--- src/core/status_fmt_pkg.sv ---
package status_fmt_pkg;

   localparam int CLK_MHZ           = 250;
   localparam int TIMEOUT_SEC       = 10;
   localparam int STATIC_SEC        = 60;
   localparam int AVG_THRESH_SEC    = 10;
   localparam int TICK_NS           = 1000000000;
   localparam int TICK_CYCLES       = TICK_NS / 1000 * CLK_MHZ;

   localparam int FILL_W            = 8;
   localparam int TEMP_W            = 8;

   // temperature difference in tenths of a kelvin
   localparam logic [TEMP_W-1:0] TDIFF_LIM0 = 8'h1f;
   localparam logic [TEMP_W-1:0] TDIFF_LIM1 = 8'h3f;
   localparam logic [TEMP_W-1:0] TDIFF_LIM2 = 8'h4f;

   // fill level limits in percent
   localparam logic [FILL_W-1:0] FILL_P80 = 8'h50;
   localparam logic [FILL_W-1:0] FILL_P66 = 8'h42;
   localparam logic [FILL_W-1:0] FILL_P33 = 8'h21;

   localparam int OP_FILL_LSB       = 1;
   localparam int OP_CRIT_BIT       = 5;
   localparam int OP_HEAT_BIT       = 6;
   localparam int ERR_GEN_BIT       = 0;
   localparam int ERR_STAT_BIT      = 1;
   localparam int T9_INVAL_BIT      = 0;
   localparam int T9_TDIFF_LSB      = 1;
   localparam int T9_FILL_LSB       = 3;
   localparam int T9_ONE_BIT        = 6;
   localparam int T9_HEAT_BIT       = 7;

   localparam logic [7:0] BYTE_RESET = 8'h00;
   localparam logic [7:0] T9_RESET   = 8'h40;

   typedef struct packed {
      logic [7:0] op_status;
      logic [7:0] err_status;
      logic [7:0] t9_status;
   } status_bytes_t;

endpackage : status_fmt_pkg
--- src/core/sec_timer.sv ---
`timescale 1ns/1ps
module sec_timer #(
   parameter int LIMIT = status_fmt_pkg::TIMEOUT_SEC
) (
   input  wire logic clk,
   input  wire logic sys_rst,
   input  wire logic tick,
   input  wire logic restart,
   output logic      expired
);
   logic [7:0] secs;
   logic [7:0] next_secs;
   logic       next_expired;

   // expired on the LIMIT-th tick counted while the condition has held
   always_comb begin
      next_secs    = secs;
      next_expired = expired;
      if (restart) begin
         next_secs    = '0;
         next_expired = 1'b0;
      end else if (tick && !expired) begin
         next_secs = secs + 8'h1;
         if (secs >= 8'(LIMIT - 1))
            next_expired = 1'b1;
      end
   end

   always_ff @(posedge clk) begin
      if (sys_rst) begin
         secs    <= '0;
         expired <= 1'b0;
      end else begin
         secs    <= next_secs;
         expired <= next_expired;
      end
   end
endmodule : sec_timer

--- src/core/second_tick.sv ---
`timescale 1ns/1ps
module second_tick #(
   parameter int CYCLES = status_fmt_pkg::TICK_CYCLES
) (
   input  wire logic clk,
   input  wire logic sys_rst,
   output logic      tick
);
   logic [31:0] count;
   logic [31:0] next_count;
   logic        next_tick;

   always_comb begin
      next_tick  = 1'b0;
      next_count = count + 32'h1;
      if (count >= 32'(CYCLES - 1)) begin
         next_count = '0;
         next_tick  = 1'b1;
      end
   end

   always_ff @(posedge clk) begin
      if (sys_rst) begin
         count <= '0;
         tick  <= 1'b0;
      end else begin
         count <= next_count;
         tick  <= next_tick;
      end
   end
endmodule : second_tick

--- src/core/status_byte_formatter.sv ---
`timescale 1ns/1ps
// Function
// RULE1 - operating bits 3:1 hold code k where k/8 < fill <= (k+1)/8.
// RULE2 - operating bits 0, 4 and 7 are always zero.
// RULE3 - operating bit 5 mirrors the heating switch-on criterion.
// RULE4 - operating bit 6 mirrors the heating-on state.
// RULE5 - below 10 s averaging, error bit 0 sets after 10 s without values.
// RULE6 - at 10 s or more, error bit 0 sets when fewer than half are held.
// RULE7 - error bit 1 sets when a malfunction lasts longer than one minute.
// RULE8 - error bits 7:2 are always zero.
// RULE9 - telegram 9 bit 0 is one when the data are invalid.
// RULE10 - telegram 9 bits 2:1 code the X/Y temperature difference.
// RULE11 - telegram 9 bits 4:3 code the buffer fill level in four bands.
// RULE12 - telegram 9 bit 5 is zero, bit 6 one, bit 7 the heating-on state.
// RULE13 - the averaging time selects the general malfunction criterion.
// RULE14 - all three bytes are captured together on one telegram strobe.
module status_byte_formatter #(
   parameter int TICK_CYCLES = status_fmt_pkg::TICK_CYCLES,
   parameter int FILL_W      = status_fmt_pkg::FILL_W,
   parameter int TEMP_W      = status_fmt_pkg::TEMP_W
) (
   input  wire logic                         clk,
   input  wire logic                         sys_rst,
   input  wire logic [FILL_W-1:0]            fill_count,
   input  wire logic [FILL_W-1:0]            fill_capacity,
   input  wire logic [7:0]                   averaging_time_param,
   input  wire logic                         new_value,
   input  wire logic                         virtual_temperature_bad,
   input  wire logic                         heat_criterion,
   input  wire logic                         heat_on,
   input  wire logic                         data_valid,
   input  wire logic [TEMP_W-1:0]            tdiff_xy,
   input  wire logic                         form_telegram,
   output status_fmt_pkg::status_bytes_t     status,
   output logic                              status_valid
);
   logic tick;
   logic no_value_exp;
   logic static_exp;
   logic gen_fault;
   logic static_cond;
   logic [2:0] fill_code;
   logic [1:0] tdiff_code;
   logic [1:0] band_code;
   logic [FILL_W+7:0] count_x100;
   logic [FILL_W+7:0] cap_x80;
   logic [FILL_W+7:0] cap_x66;
   logic [FILL_W+7:0] cap_x33;
   status_fmt_pkg::status_bytes_t next_status;
   logic next_status_valid;

   second_tick #(.CYCLES(TICK_CYCLES)) u_tick (
      .clk     (clk),
      .sys_rst (sys_rst),
      .tick    (tick)
   );

   sec_timer #(.LIMIT(status_fmt_pkg::TIMEOUT_SEC)) u_noval (
      .clk     (clk),
      .sys_rst (sys_rst),
      .tick    (tick),
      .restart (new_value),
      .expired (no_value_exp)
   );

   // a minute plus one tick gives the strict "longer than"
   sec_timer #(.LIMIT(status_fmt_pkg::STATIC_SEC + 1)) u_static (
      .clk     (clk),
      .sys_rst (sys_rst),
      .tick    (tick),
      .restart (!static_cond),
      .expired (static_exp)
   );

   function automatic logic [2:0] eighth_code(
      input logic [FILL_W-1:0] n,
      input logic [FILL_W-1:0] cap
   );
      logic [FILL_W+3:0] n8;
      logic [2:0]        k;
      n8 = (FILL_W+4)'({n, 3'b000});
      k  = 3'h0;
      for (int i = 1; i < 8; i++) begin
         if (n8 > (FILL_W+4)'(cap) * (FILL_W+4)'(i))
            k = 3'(i);
      end
      return k;
   endfunction : eighth_code

   // cross-multiplied so no divider is needed and no fraction is lost
   function automatic logic above_share(
      input logic [FILL_W-1:0] n,
      input logic [FILL_W-1:0] cap,
      input logic [FILL_W-1:0] pct
   );
      logic [FILL_W+7:0] lhs;
      logic [FILL_W+7:0] rhs;
      lhs = (FILL_W+8)'(n) * (FILL_W+8)'(8'h64);
      rhs = (FILL_W+8)'(cap) * (FILL_W+8)'(pct);
      return lhs > rhs;
   endfunction : above_share

   always_comb begin
      fill_code = eighth_code(fill_count, fill_capacity); // see RULE1
      count_x100 = (FILL_W+8)'(fill_count) * (FILL_W+8)'(8'h64);
      cap_x80    = (FILL_W+8)'(fill_capacity) *
                   (FILL_W+8)'(status_fmt_pkg::FILL_P80);
      cap_x66    = (FILL_W+8)'(fill_capacity) *
                   (FILL_W+8)'(status_fmt_pkg::FILL_P66);
      cap_x33    = (FILL_W+8)'(fill_capacity) *
                   (FILL_W+8)'(status_fmt_pkg::FILL_P33);
      if (tdiff_xy <= status_fmt_pkg::TDIFF_LIM0)        // see RULE10
         tdiff_code = 2'h0;
      else if (tdiff_xy <= status_fmt_pkg::TDIFF_LIM1)
         tdiff_code = 2'h1;
      else if (tdiff_xy <= status_fmt_pkg::TDIFF_LIM2)
         tdiff_code = 2'h2;
      else
         tdiff_code = 2'h3;
      // exactly 33% and a zero capacity fall into the lowest band
      if (fill_capacity == '0)                            // see RULE11
         band_code = 2'h3;
      else if (above_share(fill_count, fill_capacity,
                           status_fmt_pkg::FILL_P80))
         band_code = 2'h0;
      else if (above_share(fill_count, fill_capacity,
                           status_fmt_pkg::FILL_P66))
         band_code = 2'h1;
      else if (above_share(fill_count, fill_capacity,
                           status_fmt_pkg::FILL_P33))
         band_code = 2'h2;
      else
         band_code = 2'h3;
      // choose criterion by averaging time
      if (averaging_time_param < 8'(status_fmt_pkg::AVG_THRESH_SEC))
         gen_fault = no_value_exp;                        // see RULE5 RULE13
      else
         gen_fault = ({fill_count, 1'b0} <               // see RULE6 RULE13
                      {1'b0, averaging_time_param});
      static_cond = virtual_temperature_bad || no_value_exp; // see RULE7
   end

   always_comb begin
      next_status       = status;
      next_status_valid = 1'b0;
      if (form_telegram) begin                            // see RULE14
         next_status_valid = 1'b1;
         next_status.op_status = status_fmt_pkg::BYTE_RESET; // see RULE2
         next_status.op_status[status_fmt_pkg::OP_FILL_LSB +: 3] = fill_code;
         next_status.op_status[status_fmt_pkg::OP_CRIT_BIT] =
            heat_criterion;                               // see RULE3
         next_status.op_status[status_fmt_pkg::OP_HEAT_BIT] =
            heat_on;                                      // see RULE4
         next_status.err_status = status_fmt_pkg::BYTE_RESET; // see RULE8
         next_status.err_status[status_fmt_pkg::ERR_GEN_BIT]  = gen_fault;
         next_status.err_status[status_fmt_pkg::ERR_STAT_BIT] = static_exp;
         next_status.t9_status = status_fmt_pkg::T9_RESET; // see RULE12
         next_status.t9_status[status_fmt_pkg::T9_INVAL_BIT] =
            !data_valid;                                  // see RULE9
         next_status.t9_status[status_fmt_pkg::T9_TDIFF_LSB +: 2] = tdiff_code;
         next_status.t9_status[status_fmt_pkg::T9_FILL_LSB +: 2]  = band_code;
         next_status.t9_status[status_fmt_pkg::T9_HEAT_BIT] = heat_on;
      end
   end

   always_ff @(posedge clk) begin
      if (sys_rst) begin
         status.op_status  <= status_fmt_pkg::BYTE_RESET;
         status.err_status <= status_fmt_pkg::BYTE_RESET;
         status.t9_status  <= status_fmt_pkg::T9_RESET;
         status_valid      <= 1'b0;
      end else begin
         status       <= next_status;
         status_valid <= next_status_valid;
      end
   end
endmodule : status_byte_formatter

--- config.mk ---
export PLATFORM = sky130hd
export DESIGN_NAME = status_byte_formatter
export DESIGN_NICKNAME = d
export VERILOG_FILES = /design/src/core/status_fmt_pkg.sv /design/src/core/sec_timer.sv /design/src/core/second_tick.sv /design/src/core/status_byte_formatter.sv
export SDC_FILE = /design/constraint.sdc
export NUM_CORES = 1
export LEC_CHECK = 0
export BUFFER_PORTS_ARGS = -buffer_cell sky130_fd_sc_hd__buf_2
export CAP_MARGIN = 20
export CORE_UTILIZATION = 34
export DETAILED_ROUTE_END_ITERATION = 6
export PLACE_DENSITY = 0.52
export SYNTH_ARGS = -nofsm -noshare
export SYNTH_HDL_FRONTEND = slang
export SYNTH_HIERARCHICAL = 1
export SYNTH_SLANG_ARGS = --single-unit
export TNS_END_PERCENT = 20
--- constraint.sdc ---
create_clock -name clk -period 7 [get_ports clk]
set_input_delay 0.35 -clock clk [delete_from_list [all_inputs] [get_ports clk]]
set_output_delay 0.35 -clock clk [all_outputs]
set_load 0.02 [all_outputs]
==> results_dict.tcl <==
set metrics [dict create \
    status "completed" \
    min_path_cells 2 \
    grt_max_degree 29 \
    yosysTopAreaCell "ha_1" \
    finalCritPeriodShare_pct 60.7 \
    synth_edf_count 0 \
    setup_viol 0 \
    die_width_um 146 \
    syn_to_final_growth_pct 10.5 \
    finalCriticalPeriod_ns 4.25 \
    grt_use_total_pct 16.4 \
    clock.fmax_ghz 0.235 \
    ios 65 \
    synth_warnings 6 \
    grt_pass1_vias 5541 \
    clk_pin_slew_ns 0.05 \
    port_buffers 49 \
    place.gp.congestion 0.820 \
    fillers 2089 \
    final_layout_size_suffix_gt1_share_pct 9.24 \
    synth_flop_cell "dfxtp_1" \
    cp_max_fo 11 \
    drc 0 \
    crit_type "input pin to flop" \
    dr_total_vias 5750 \
    cpPeakStageDelay_ns 0.49 \
    cts_hold_buffers 0 \
    drtIter0Drc 192 \
    clk_path_buf_depth 2 \
    diodes 0 \
    antenna_found_initial 0 \
    wl_per_cell_um 14.8 \
    pre_cts_slack_ns 2.40 \
    cap_violations 0 \
    synth-seq-area-share_pct 18.2 \
    floorplan.initialDensity_pct 34.8 \
    r2r_setup_slack_ns 5.10 \
    min_from "data_valid" \
    root_buffer "clkbuf_16" \
    dpl_cell_area_um2 7520 \
    hold_path.class "input pin to flop" \
    arrival_ns 4.50 \
    worstSkewPairLatency_ns 0.33 \
    grt-ovfl-total 0 \
    p_leak_nw 3.51 \
    syn_area_um2 7040 \
    r2r_start "u_tick/count[14]$_SDFF_PP0_" \
    yosys-top-cells-count "166 x ha_1, 88 x nor2_1, 64 x dfxtp_1" \
    finalPower_mw 1.45 \
    cp-end-kind "flop" \
    setup_ws_ns 2.75 \
    fin_cells 1136 \
    htreeDepth 3 \
    synth-seq-cells 64 \
    worst_slew_margin_rel_pct 51.5 \
    place_inst 1121 \
    synthMostInstantiatedCell "ha_1" \
    rr_worst_depth 5 \
    r2r-end "u_tick/count[27]$_SDFF_PP0_" \
    syn_inst 811 \
    floorplan.rows 52 \
    die_h_um 146 \
    die-area_um2 21300 \
    power_density_nw_per_um2 187 \
    cpMostUsedCell "ha_1" \
    ys_async_sr_fraction_pct 0 \
    tightest_slew_ns 0.718 \
    cts_setup_buffers 0 \
    netlist_top_cells_area "ha_1 30%, dfxtp_1 18%, nor2_1 4.7%" \
    crit_chain "buf_2, ha_1, ha_1, fa_1, ha_1, a21oi_1, nor2b_1, o21a_1, o41ai_1, xnor2_1, ha_1, or4_1, o21ai_0, a21oi_1, nor3_1" \
    netlist.area_leader.share_pct 29.5 \
    post_drt_via_cell_ratio 5.06 \
    dr.pass1.iters 4 \
    grt_pass1_wl_mm 28.1 \
    cts_sinks 64 \
    cts_tree "built" \
    startpoint "fill_count[3]" \
    worst_path_max_delay_cell "or4_1" \
    required_ns 7.25 \
    grt_setup_unrepaired "no" \
    nets 1082 \
    hpwl_mm 12.9 \
    ys_types 73 \
    drv_slew 0 \
    design_area_um2 7770 \
    hold_viol 0 \
    cts_buffers 9 \
    ir_drop_mv 0.117 \
    post_cts_resized 0 \
    core_region_area_um2 20200 \
    crit_path_start_kind "input pin" \
    hold_end "status[0]$_SDFFE_PP0P_" \
    clock_skew_ns 0.00428 \
    antenna_left 0 \
    routed_wl_mm 16.8 \
    avgSynthCellArea_um2 8.68 \
    fin_setup_tns_ns 0 \
]
==> registers in the layout, indices dropped and copies added (netlist names) <==
signal,count
status_valid,1
status,12
u_tick/count,32
u_noval/secs,8
u_static/secs,8
u_static/expired,1
u_noval/expired,1
u_tick/tick,1
==> layer usage <==
layer,track usage (%),wire length (um)
met3,1.41,460
met5,0,0
met4,4.84,268
met2,27.1,7490
met1,22.5,8550
==> worst max path at each step <==
stage,end,cells past startpoint
final,status[4]$_SDFFE_PP0P_,15
after global routing,status[4]$_SDFFE_PP0P_,15
after CTS,status[4]$_SDFFE_PP0P_,15
after detailed placement,status[4]$_SDFFE_PP0P_,15
after global placement,status[4]$_SDFFE_PP0P_,15
after floorplan,status[4]$_SDFFE_PP0P_,14
==> placed cells by master, fill, tap and decap left out, types with 6 or more instances in the layout <==
master,count
dfxtp_1,64
nand3_1,22
nor2b_1,17
and3_1,7
clkbuf_16,9
nor4_1,6
or4_1,9
buf_2,49
inv_1,55
nor3_1,12
xor2_1,29
o21a_1,8
conb_1,15
o31ai_1,6
fa_1,14
nand2_1,32
a211oi_1,14
or3_1,8
nand4b_1,6
nor2_1,88
o21ai_0,35
xnor2_1,28
a21oi_1,48
ha_1,166
nand4_1,22
a21o_1,14
==> power by group <==
group          internal [mW]  leakage, nW  switching (mW)
registers              0.376        0.521         0.00862
logic                  0.289         2.86           0.395
clock network          0.237        0.121           0.147
total                  0.902         3.51           0.550
==> through the flow <==
step | hold WS, ns | utilization (%)
4_1_cts | 0.207 | 38.4
5_1_grt | 0.230 | 38.4
2_1_floorplan | 0.418 | -
6_report | 0.216 | 38.4
3_3_place_gp | 0.435 | 37.2
3_5_place_dp | 0.440 | 37.2
==> critical path: cells and delay by family <==
kind,cells,cell delay [ns]
simple gates,3,0.73
compound gates,5,1.22
fa+ha+maj,5,1.68
buf+inv,1,0.32
xor+xnor,1,0.18
==> cell type report <==
| cell class | instances | area [um2] | share of cell area (%) |
|---|---|---|---|
| Timing Repair Buffer | 49 | 245 | 3.15 |
| Multi-Input combinational cell | 683 | 5450 | 70.2 |
| Tap cell | 270 | 338 | 4.35 |
| Inverter | 55 | 206 | 2.66 |
| Sequential cell | 64 | 1280 | 16.5 |
| Clock inverter | 1 | 5.00 | 0.0644 |
| Clock buffer | 14 | 244 | 3.14 |
==> kinds of logic after synthesis <==
group                    share of synthesized area, %
AND/OR/NAND/NOR                                  19.9
adder cells (fa/ha/maj)                          33.5
AO/OA/AOI/OAI                                    15.5
buffers and inverters                            4.91
flip-flops                                       18.2
XOR/XNOR                                         7.10
multiplexers                                    0.711
other                                           0.160
No activity file was read; power rests on OpenSTA's default activity.
